===== src/rtl/lrd_pkg.sv =====
// Purpose: shared constants for the differential lane receive deserializer
// Assumes: one system clock; serial and word clocks arrive as sampled pins
// Notes:   widths are in serial bits per parallel word
package lrd_pkg;

  localparam int unsigned MAX_WIDTH   = 8;
  localparam int unsigned FIFO_DEPTH  = 16;
  localparam int unsigned WIDTH_BITS  = 4;

  // legal deserialization widths; a width at or below one means bypass
  localparam logic [3:0]  WIDTH_BYPASS = 4'h1;
  localparam logic [3:0]  WIDTH_MIN    = 4'h2;
  localparam logic [3:0]  WIDTH_MAX    = 4'h8;

  // bit positions of the pin synchroniser vector
  localparam int unsigned SYNC_POS     = 0;
  localparam int unsigned SYNC_NEG     = 1;
  localparam int unsigned SYNC_BCLK    = 2;
  localparam int unsigned SYNC_WCLK    = 3;
  localparam int unsigned SYNC_COUNT   = 4;

  typedef enum logic [1:0] {
    LRD_MODE_DESER,
    LRD_MODE_BYPASS,
    LRD_MODE_ALT
  } lrd_mode_t;

endpackage


===== src/rtl/lrd_fifo.sv =====
// Purpose: word buffer between the deserializer and the core
// Assumes: DEPTH is a power of two
// Notes:   read data always come from the output register stage
`timescale 1ns/1ps
module lrd_fifo #(
  parameter int unsigned WIDTH = lrd_pkg::MAX_WIDTH,
  parameter int unsigned DEPTH = lrd_pkg::FIFO_DEPTH
) (
  input  wire logic             i_clk_sys,   // system clock
  input  wire logic             i_rst_n,     // async reset, active low
  input  wire logic             i_in_valid,  // write request
  output logic                  o_in_ready,  // room in memory
  input  wire logic [WIDTH-1:0] i_in_data,   // write data
  output logic                  o_out_valid, // output stage holds a word
  input  wire logic             i_out_ready, // consumer takes the word
  output logic      [WIDTH-1:0] o_out_data   // registered read data
);
  localparam int unsigned AW = $clog2(DEPTH);

  logic [WIDTH-1:0] mem_r [DEPTH];
  logic [AW-1:0]    wr_ptr_r;
  logic [AW-1:0]    rd_ptr_r;
  logic [AW:0]      cnt_r;
  logic             out_valid_r;
  logic [WIDTH-1:0] out_data_r;
  logic             push;
  logic             pop;

  assign o_in_ready  = (cnt_r != (AW+1)'(DEPTH));
  assign push        = i_in_valid && o_in_ready;
  assign pop         = (cnt_r != '0) && (!out_valid_r || i_out_ready);
  assign o_out_valid = out_valid_r;
  assign o_out_data  = out_data_r;

  always_ff @(posedge i_clk_sys) begin
    if (push) begin
      mem_r[wr_ptr_r] <= i_in_data;
    end
  end

  always_ff @(posedge i_clk_sys or negedge i_rst_n) begin
    if (!i_rst_n) begin
      wr_ptr_r <= '0;
      rd_ptr_r <= '0;
    end else begin
      if (push) begin
        wr_ptr_r <= wr_ptr_r + AW'(1);
      end
      if (pop) begin
        rd_ptr_r <= rd_ptr_r + AW'(1);
      end
    end
  end

  always_ff @(posedge i_clk_sys or negedge i_rst_n) begin
    if (!i_rst_n) begin
      cnt_r <= '0;
    end else begin
      case ({push, pop})
        2'b10:   cnt_r <= cnt_r + (AW+1)'(1);
        2'b01:   cnt_r <= cnt_r - (AW+1)'(1);
        default: cnt_r <= cnt_r;
      endcase
    end
  end

  always_ff @(posedge i_clk_sys or negedge i_rst_n) begin
    if (!i_rst_n) begin
      out_valid_r <= 1'b0;
      out_data_r  <= '0;
    end else if (pop) begin
      out_valid_r <= 1'b1;
      out_data_r  <= mem_r[rd_ptr_r];
    end else if (i_out_ready) begin
      out_valid_r <= 1'b0;
    end
  end
endmodule


===== src/rtl/lrd_rx_deser.sv =====
// Purpose: receive deserializer for one differential serial lane
// Assumes: bit and word clocks are far slower than the system clock
// Notes:   first received bit of a word lands in the highest used bit
`timescale 1ns/1ps
module lrd_rx_deser #(
  parameter int unsigned MAX_W      = lrd_pkg::MAX_WIDTH,
  parameter int unsigned FIFO_DEPTH = lrd_pkg::FIFO_DEPTH
) (
  input  wire logic             i_clk_sys,             // system clock, 40 MHz
  input  wire logic             i_rst_n,               // async reset, active low
  input  wire logic             i_diff_pos_pad,        // differential positive pad
  input  wire logic             i_diff_neg_pad,        // differential negative pad
  input  wire logic             i_serial_bit_clock,    // fast bit clock pin
  input  wire logic             i_parallel_word_clock, // slow word clock pin
  input  wire logic             i_deser_en,            // deserialization enable
  input  wire logic [3:0]       i_deser_width,         // bits per word, 1..8
  input  wire logic             i_conn_alt,            // alternate connection type
  input  wire logic             i_word_ready,          // core accepts word
  input  wire logic             i_overrun_clr,         // clears overrun flag
  output logic      [MAX_W-1:0] o_parallel_rx_word,    // received word
  output logic                  o_word_valid,          // word available
  output logic                  o_rx_bit,              // bypass bit
  output logic                  o_bypass_alt_out,      // alternate output
  output logic                  o_pll_ref_input,       // PLL reference feed
  output logic                  o_overrun              // word lost, sticky
);
  localparam int unsigned CNT_W = lrd_pkg::WIDTH_BITS;

  logic [lrd_pkg::SYNC_COUNT-1:0] sync1_r;
  logic [lrd_pkg::SYNC_COUNT-1:0] sync2_r;
  logic                           bclk_d_r;
  logic                           wclk_d_r;
  logic                           bit_edge;
  logic                           word_edge;
  logic                           rx_level;
  logic                           bypass;
  lrd_pkg::lrd_mode_t             mode;
  logic [CNT_W-1:0]               width_eff;
  logic [MAX_W-1:0]               width_mask;
  logic [MAX_W-1:0]               shift_r;
  logic [MAX_W-1:0]               shift_nxt;
  logic [CNT_W-1:0]               cnt_r;
  logic [CNT_W-1:0]               cnt_now;
  logic                           push;
  logic [MAX_W-1:0]               push_word;
  logic                           fifo_ready;
  logic                           rx_bit_r;
  logic                           alt_r;
  logic                           overrun_r;

  // two-stage synchroniser for every pin input
  always_ff @(posedge i_clk_sys or negedge i_rst_n) begin
    if (!i_rst_n) begin
      sync1_r <= '0;
      sync2_r <= '0;
    end else begin
      sync1_r <= {i_parallel_word_clock, i_serial_bit_clock, i_diff_neg_pad, i_diff_pos_pad};
      sync2_r <= sync1_r;
    end
  end

  always_ff @(posedge i_clk_sys or negedge i_rst_n) begin
    if (!i_rst_n) begin
      bclk_d_r <= 1'b0;
      wclk_d_r <= 1'b0;
    end else begin
      bclk_d_r <= sync2_r[lrd_pkg::SYNC_BCLK];
      wclk_d_r <= sync2_r[lrd_pkg::SYNC_WCLK];
    end
  end

  assign bit_edge  = sync2_r[lrd_pkg::SYNC_BCLK] && !bclk_d_r;
  assign word_edge = sync2_r[lrd_pkg::SYNC_WCLK] && !wclk_d_r;
  assign rx_level  = sync2_r[lrd_pkg::SYNC_POS] && !sync2_r[lrd_pkg::SYNC_NEG];

  // mode selection from the static configuration
  assign bypass    = !i_deser_en || (i_deser_width <= lrd_pkg::WIDTH_BYPASS);
  assign width_eff = (i_deser_width > lrd_pkg::WIDTH_MAX) ? lrd_pkg::WIDTH_MAX
                                                          : i_deser_width;

  always_comb begin
    if (!bypass) begin
      mode = lrd_pkg::LRD_MODE_DESER;
    end else if (i_conn_alt) begin
      mode = lrd_pkg::LRD_MODE_ALT;
    end else begin
      mode = lrd_pkg::LRD_MODE_BYPASS;
    end
  end

  genvar gi;
  generate
    for (gi = 0; gi < MAX_W; gi++) begin : g_mask
      assign width_mask[gi] = (CNT_W'(gi) < width_eff);
    end
  endgenerate

  assign shift_nxt = bit_edge ? {shift_r[MAX_W-2:0], rx_level} : shift_r;
  assign cnt_now   = (bit_edge && cnt_r < width_eff) ? cnt_r + CNT_W'(1) : cnt_r;

  always_ff @(posedge i_clk_sys or negedge i_rst_n) begin
    if (!i_rst_n) begin
      shift_r <= '0;
    end else begin
      shift_r <= shift_nxt;
    end
  end

  // bits gathered since the last word boundary, saturating at the width
  always_ff @(posedge i_clk_sys or negedge i_rst_n) begin
    if (!i_rst_n) begin
      cnt_r <= '0;
    end else if (word_edge) begin
      cnt_r <= '0;
    end else begin
      cnt_r <= cnt_now;
    end
  end

  // a word is complete only when the word clock rises after n bits
  assign push      = word_edge && (mode == lrd_pkg::LRD_MODE_DESER)
                     && (cnt_now >= width_eff);
  assign push_word = shift_nxt & width_mask;

  lrd_fifo #(
    .WIDTH (MAX_W),
    .DEPTH (FIFO_DEPTH)
  ) u_fifo (
    .i_clk_sys   (i_clk_sys),
    .i_rst_n     (i_rst_n),
    .i_in_valid  (push),
    .o_in_ready  (fifo_ready),
    .i_in_data   (push_word),
    .o_out_valid (o_word_valid),
    .i_out_ready (i_word_ready),
    .o_out_data  (o_parallel_rx_word)
  );

  // the lane cannot be stalled, so a full buffer loses the word
  always_ff @(posedge i_clk_sys or negedge i_rst_n) begin
    if (!i_rst_n) begin
      overrun_r <= 1'b0;
    end else if (push && !fifo_ready) begin
      overrun_r <= 1'b1;
    end else if (i_overrun_clr) begin
      overrun_r <= 1'b0;
    end
  end

  always_ff @(posedge i_clk_sys or negedge i_rst_n) begin
    if (!i_rst_n) begin
      rx_bit_r <= 1'b0;
    end else begin
      rx_bit_r <= (mode == lrd_pkg::LRD_MODE_BYPASS) && rx_level;
    end
  end

  always_ff @(posedge i_clk_sys or negedge i_rst_n) begin
    if (!i_rst_n) begin
      alt_r <= 1'b0;
    end else begin
      alt_r <= (mode == lrd_pkg::LRD_MODE_ALT) && rx_level;
    end
  end

  assign o_rx_bit         = rx_bit_r;
  assign o_bypass_alt_out = alt_r;
  assign o_pll_ref_input  = alt_r;
  assign o_overrun        = overrun_r;
endmodule


===== config.mk =====
export PLATFORM = sky130hd
export DESIGN_NAME = lrd_rx_deser
export DESIGN_NICKNAME = d
export VERILOG_FILES = /design/src/rtl/lrd_pkg.sv /design/src/rtl/lrd_fifo.sv /design/src/rtl/lrd_rx_deser.sv
export SDC_FILE = /design/constraint.sdc
export NUM_CORES = 1
export LEC_CHECK = 0
export ABC_AREA = 0
export ABC_CLOCK_PERIOD_IN_PS = 8450
export BUFFER_PORTS_ARGS = -buffer_cell sky130_fd_sc_hd__buf_4
export CAP_MARGIN = 20
export CORE_MARGIN = 1.5
export CORE_UTILIZATION = 50
export CTS_BUF_LIST = sky130_fd_sc_hd__clkbuf_8
export DETAILED_ROUTE_END_ITERATION = 16
export GPL_ROUTABILITY_DRIVEN = 0
export PLACE_DENSITY = 0.69
export REMOVE_ABC_BUFFERS = 1
export SYNTH_ARGS = -nofsm -noshare
export SYNTH_HDL_FRONTEND = slang
export SYNTH_SLANG_ARGS = --single-unit

===== constraint.sdc =====
create_clock -name i_clk_sys -period 8.45 [get_ports i_clk_sys]
set_input_delay 1.69 -clock i_clk_sys [delete_from_list [all_inputs] [get_ports i_clk_sys]]
set_output_delay 1.69 -clock i_clk_sys [all_outputs]
set_load 0.05 [all_outputs]

* After elaboration in Yosys (flattened, before gate mapping)
Memories as Yosys holds them, arrays and structs flattened. A register that Yosys moved wholly into a read port is not among the register bits.
Cells that the tools add are included.
** Cells by class
- $add $sub $neg :: 5
- Magnitude comparators :: 12
- Equal/unequal tests :: 5
- Multiplexer cells :: 13
- Bitwise operators :: 1
- Reduce and logical (&&, ||, !) cells :: 25
** Operators by type and width (count)
- 3-bit by 4-bit < comparator with 1-bit output, first input constant :: 4
- 4-bit by 1-bit adder with 4-bit output, second input constant :: 3
- 4-bit 2-to-1 mux :: 3
- 1-bit logical AND :: 11
- 5-bit case mux with 2 select lines :: 1
- 8-bit AND :: 1
- 1-bit by 4-bit < comparator with 1-bit output, first input constant :: 2
- 2-bit by 4-bit < comparator with 1-bit output, first input constant :: 2
- 8-bit 2-to-1 mux :: 1
- 1-bit logical NOT :: 7
- 1-bit 2-to-1 mux :: 6
- 2-bit nonzero test :: 3
- 5-bit by 1-bit adder with 5-bit output, second input constant :: 1
- 5-bit != test, second input constant :: 1
- 5-bit nonzero test :: 1
- 5-bit by 1-bit subtractor with 5-bit output, second input constant :: 1
- 2-bit by 1-bit equality test with 1-bit output, second input constant :: 2
- 2-bit equality test, second input constant :: 2
- 4-bit >= comparator :: 1
- 4-bit greater-than comparator, second input constant :: 1
- 4-bit by 1-bit <= comparator with 1-bit output, second input constant :: 1
- 4-bit < comparator :: 1
- 2-bit 2-to-1 mux :: 2
- 2-bit logical NOT :: 1
- 1-bit logical OR :: 2
** Word-level totals
- Flip-flop bits (word level) :: 39
- Bits in writable memories :: 128
- Input port bits :: 14
- Output and inout bits :: 13
- Word-level logic and storage cells :: 75
- Memories kept :: 1
** Memory list
- u_fifo.mem_r :: words 16, bits a word 8, rd ports 1, clocked after memory_dff 1, wr ports 1, line lrd_fifo.sv:20 : logic [WIDTH-1:0] mem_r [DEPTH];

* Depth between registers and ports, before layout
- Word-level depth :: 10
- Gate-level depth with buffers :: 21
- Gate-level depth less buffers :: 21

* Hierarchy
Synthesis repeated with hierarchy kept, for this count alone.
** Unflattened totals
- Cells, all modules :: 412
- Area, all modules :: 7213.2 um^2
** Modules (own cells, without submodules)
- lrd_fifo :: instances 1, cells an instance 317, area an instance 6053.3 um^2, sequential area each 4394.2 um^2
- lrd_rx_deser :: instances 1, cells an instance 95, area an instance 1159.9 um^2, sequential area each 625.6 um^2

* Worst setup path after synthesis
No wires, ideal clock.
- Kind :: in2reg
- Start point :: in i_deser_width[1]
- End point :: reg u_fifo.cnt_r[4]
- Library setup time :: 0.080 ns
- Data arrival time :: 5.198 ns
- Data required time :: 8.370 ns
- Setup slack :: 3.172 ns
- Cell stages on the path :: 19
- Buffers on the path :: 1
- Cell sequence :: clkbuf_2 nand2_1 ha_1 nor4b_1 o21bai_1 a21oi_1 mux2_2 ha_1 a2111oi_2 nor3_4 inv_2 ha_1 xor2_1 ha_1 nor3_1 o21ai_0 nor3_1 a31oi_1 xnor2_1
** Between the ends
- Longest elaborated chain between the ends :: 10
- Elaborated cells on any way between the ends :: 17
- Classes of those cells :: order compare: 4; eq/ne: 2; mux: 4; reduce/logical: 7
** Ends and longest elaborated chain
- from (decl) :: line lrd_rx_deser.sv:16 : input wire logic [3:0] i_deser_width,
- 4-bit greater-than comparator :: line lrd_rx_deser.sv:78 : assign width_eff = (i_deser_width > lrd_pkg::WIDTH_MAX) ? lrd_pkg::WIDTH_MAX
- 4-bit 2-to-1 mux :: line lrd_rx_deser.sv:78
- 4-bit < comparator :: line lrd_rx_deser.sv:99 : assign cnt_now = (bit_edge && cnt_r < width_eff) ? cnt_r + CNT_W'(1) : cnt_r;
- 1-bit logical AND :: line lrd_rx_deser.sv:99
- 4-bit 2-to-1 mux :: line lrd_rx_deser.sv:99
- 4-bit >= comparator :: line lrd_rx_deser.sv:122 : && (cnt_now >= width_eff);
- 1-bit logical AND * :: line lrd_rx_deser.sv:122
- 1-bit logical AND * :: line lrd_fifo.sv:30 : assign push = i_in_valid && o_in_ready;
- 2-bit by 1-bit equality test with 1-bit output / 2-bit equality test (equally long branches) :: line lrd_fifo.sv:59 : case ({push, pop})
- 5-bit case mux with 2 select lines / 2-bit nonzero test (equally long branches)
- to (signal assigned) :: line lrd_fifo.sv:60 : 2'b10: cnt_r <= cnt_r + (AW+1)'(1);
- to (signal assigned) :: line lrd_fifo.sv:61 : 2'b01: cnt_r <= cnt_r - (AW+1)'(1);
- to (signal assigned) :: line lrd_fifo.sv:62 : default: cnt_r <= cnt_r;
- to (decl) :: line lrd_fifo.sv:23 : logic [AW:0] cnt_r;
Every way passes the cells marked *; elsewhere a longest branch is shown, timed or not.
A chain may end at the register's enable or synchronous reset.

* Final worst setup path
- Start point :: in i_deser_width[3]
- End point :: reg u_fifo.cnt_r[4]
Same word-level chain as after synthesis.

==> results.py <==
metrics = {
    "worst_setup_path": {
        "crit_fanout": 8,
        "rrSetupSlack_ps": 4200,
        "crit_arrival_ps": 5820,
        "r2r_end": "u_fifo.cnt_r[4]",
        "worst_reg2reg_path_length_in_cells": 16,
        "timing_worst_setup_path_type": "in -> reg",
        "worst_ep_required_time_ps": 8820,
        "critPathLaunchType": "input pin",
        "rr_startpoint": "sync2_r[2]",
        "end_kind": "flip-flop",
    },
    "worst_hold_path": {
        "hold-path-endpoint": "sync2_r[2]",
        "min-delay-start": "sync1_r[2]",
        "hold_class": "reg -> reg",
        "worstHoldPathCells": 0,
    },
    "finish": {
        "multi_input_area_sq_um": 2070,
        "nets": 477,
        "syn2layout_area_growth_pct": 10.7,
        "area.sequential_sq_um": 5020,
        "antennaDiodeCount": 0,
        "final_area_sq_um": 8010,
        "drive_gt1_share_pct": 27.4,
        "fillers": 1100,
        "stdcell_count": 640,
    },
    "floorplanning": {
        "ios": 27,
        "dieWidth_um": 123,
        "fp.dieH_um": 123,
        "die_area_sq_um": 15200,
        "placement_rows": 43,
        "initial_utilization_pct": 51.7,
        "design.core.area_sq_um": 14000,
    },
    "sta": {
        "final-setup-viol-count": 0,
        "final_hold_viol_count": 0,
        "grt_setup_unrepaired": "false",
        "period_minus_slack_ps": 5450,
        "fin_setup_tns_ps": 0,
        "setup_skew_after_layout_ps": 6.98,
        "max_freq_ghz": 0.184,
        "worst_slew_pin_slew_ps": 1010,
        "final-max-slew-violation-count": 0,
        "fin_crit_sh_pct": 64.4,
        "timing.max_slew.rel_slack_pct": 32.5,
    },
    "detailed_routing": {
        "routed_via_density": 5.61,
        "route.vias.total": 3592,
        "remaining_drc_errors": 0,
        "totalWireLength_mm": 12.7,
        "drtPass1Iterations": 4,
        "drtAntennaViolNets": 0,
        "wl_per_cell_um": 19.9,
        "drt_iter0_markers": 313,
    },
    "synth": {
        "synth_seq_area_share_pct": 69.4,
        "postSynthCellCount": 412,
        "ys_warn_count": 0,
        "yosys.cell_count.top_type": "edfxtp_1",
        "synth.ff_latch_count": 175,
        "synthArstFlopShare_pct": 26.9,
        "synth_commonest_cells": "edfxtp_1, dfrtp_1, mux4_2, and2_1, mux2_2",
        "synth.top_cells.by_area": "edfxtp_1, dfrtp_1, mux4_2, mux2_2, ha_1",
        "synthDominantCellAreaShare_pct": 53.1,
        "post_synthesis_average_cell_area_sq_um": 17.6,
        "syn-cell-area_sq_um": 7230,
        "synth-edff-count": 128,
        "yosysTopAreaCell": "edfxtp_1",
        "ys_types": 47,
        "yosys_most_used_dff": "edfxtp_1",
    },
    "grt": {
        "grt.overflow.total": 0,
        "groute.usage.overall_pct": 19.2,
        "vias_in_the_first_global_route": 3822,
        "number_of_antenna_violations_at_the_first_check_in_global_routing": 0,
        "pin_count_of_the_biggest_net_entering_global_routing": 48,
        "grt_pass1_wl_mm": 20.8,
    },
    "clock_network": {
        "cts_tree": "done",
        "cts_sinks": 175,
        "max-clock-path-buffers": 2,
        "clock_latency_ps": 450,
        "cts_resized": 0,
        "clk_pin_slew_worst_paths_ps": 80,
        "postCtsSetupRepairBufs": 0,
        "cts.htree.levels": 4,
        "cts_hold_buffers": 0,
        "cts_buffers": 17,
        "cts_root_buffer": "clkbuf_8",
    },
    "placement": {
        "dp_wirelength_mm": 8.17,
        "dpl_cell_area_sq_um": 7610,
        "port_buffers": 26,
        "dp_cells": 607,
    },
    "run_status": {
        "status": "finished, final reports clean",
    },
    "power_and_ir_drop": {
        "ir_drop_mv": 0.149,
        "power_per_cell_area_nw_per_um2": 300,
        "leakage_nw": 2.87,
    },
    "job": {
        "drv_cap": 0,
    },
}
[through the flow]
step | setup WS (ps) | power, mW | utilization (%) | hold slack (ps)
2_1_floorplan | 3220 | 1.65 | - | 331
3_3_place_gp | 2840 | 1.84 | 54.4 | 333
3_5_place_dp | 2550 | 1.87 | 54.4 | 337
4_1_cts | 3040 | 2.43 | 57.2 | 355
5_1_grt | 2590 | 2.53 | 57.2 | 363
6_report | 3000 | 2.40 | 57.2 | 353
[cells by family after synthesis]
group / Yosys count / share of synthesized area (%)
XOR/XNOR: 15 / 1.82
multiplexers: 52 / 13.1
buffers and inverters: 29 / 2.02
AND/OR/NAND/NOR: 74 / 6.26
flip-flops: 175 / 69.4
AO/OA/AOI/OAI: 51 / 4.67
adder cells (fa/ha/maj): 16 / 2.77
[registers in the layout, summed over array words and instances (netlist names)]
| name | count |
|---|---|
| wclk_d_r | 1 |
| bclk_d_r | 1 |
| u_fifo.mem_r | 128 |
| u_fifo.o_out_data | 8 |
| sync1_r | 4 |
| shift_r | 8 |
| cnt_r | 4 |
| u_fifo.rd_ptr_r | 4 |
| u_fifo.cnt_r | 5 |
| o_overrun | 1 |
| o_bypass_alt_out | 1 |
| u_fifo.o_out_valid | 1 |
| o_rx_bit | 1 |
| u_fifo.wr_ptr_r | 4 |
| sync2_r | 4 |
[per-layer routing]
metal,GRT usage (%),routed length (um)
met1,25.3,5610
met2,31.5,6550
met3,4.20,431
met4,7.33,153
met5,0,0
[area by class of cell]
class	count	share of cell area, %
inverter	10	0.469
tap	180	2.81
multi-input combinational	208	25.9
clock inverter	15	1.92
timing repair buffer	35	3.28
clock buffer	17	2.92
sequential	175	62.7
[cell usage in the layout (no fill, tap or decap), types with 2 or more instances in the layout]
cell type	count
edfxtp_1	128
dfrtp_1	46
buf_4	35
mux4_2	32
mux2_2	19
and2_1	19
clkbuf_8	17
ha_1	16
nor2b_1	12
inv_1	11
nand2_1	11
a21oi_1	11
xnor2_1	10
a211oi_1	9
o22ai_1	8
nor2_1	7
o21ai_0	7
clkinv_2	6
nand2b_1	5
a21boi_0	5
xor2_1	5
nand3_1	3
clkinvlp_4	3
bufinv_16	3
nor4b_1	2
nand4_1	2
nor3b_2	2
and3_1	2
a31oi_1	2
nor3_1	2
[where the power goes]
part	total (mW)	internal, mW	leakage [nW]	switching, mW
clock network	0.565	0.285	0.201	0.280
registers	1.15	1.03	1.74	0.117
logic	0.684	0.332	0.933	0.352
total	2.40	1.65	2.87	0.749
[how the worst max path moves through the flow]
stage	startpoint	to	slack [ps]	depth (start not counted)
3_5_place_dp	i_deser_width[3]	u_fifo.cnt_r[4]	2550	20
6_report	i_deser_width[3]	u_fifo.cnt_r[4]	3000	20
5_1_grt	i_deser_width[3]	u_fifo.cnt_r[4]	2590	21
3_3_place_gp	i_deser_width[3]	u_fifo.cnt_r[4]	2840	20
2_1_floorplan	i_deser_width[3]	u_fifo.cnt_r[4]	3220	19
4_1_cts	i_deser_width[3]	u_fifo.cnt_r[4]	3040	20
[worst max-delay path, cell delays in order]
cell	delay, ps
buf_4	140
inv_1	140
nand2_1	110
ha_1	230
nor4b_1	340
o21bai_1	140
a21oi_1	310
mux2_2	400
ha_1	300
a2111oi_2	480
nor3_4	120
inv_2	140
ha_1	290
xor2_1	180
ha_1	230
nor3_1	50
o21ai_0	150
nor3_1	60
a31oi_1	170
xnor2_1	130
No activity file was read; power rests on OpenSTA's default activity.
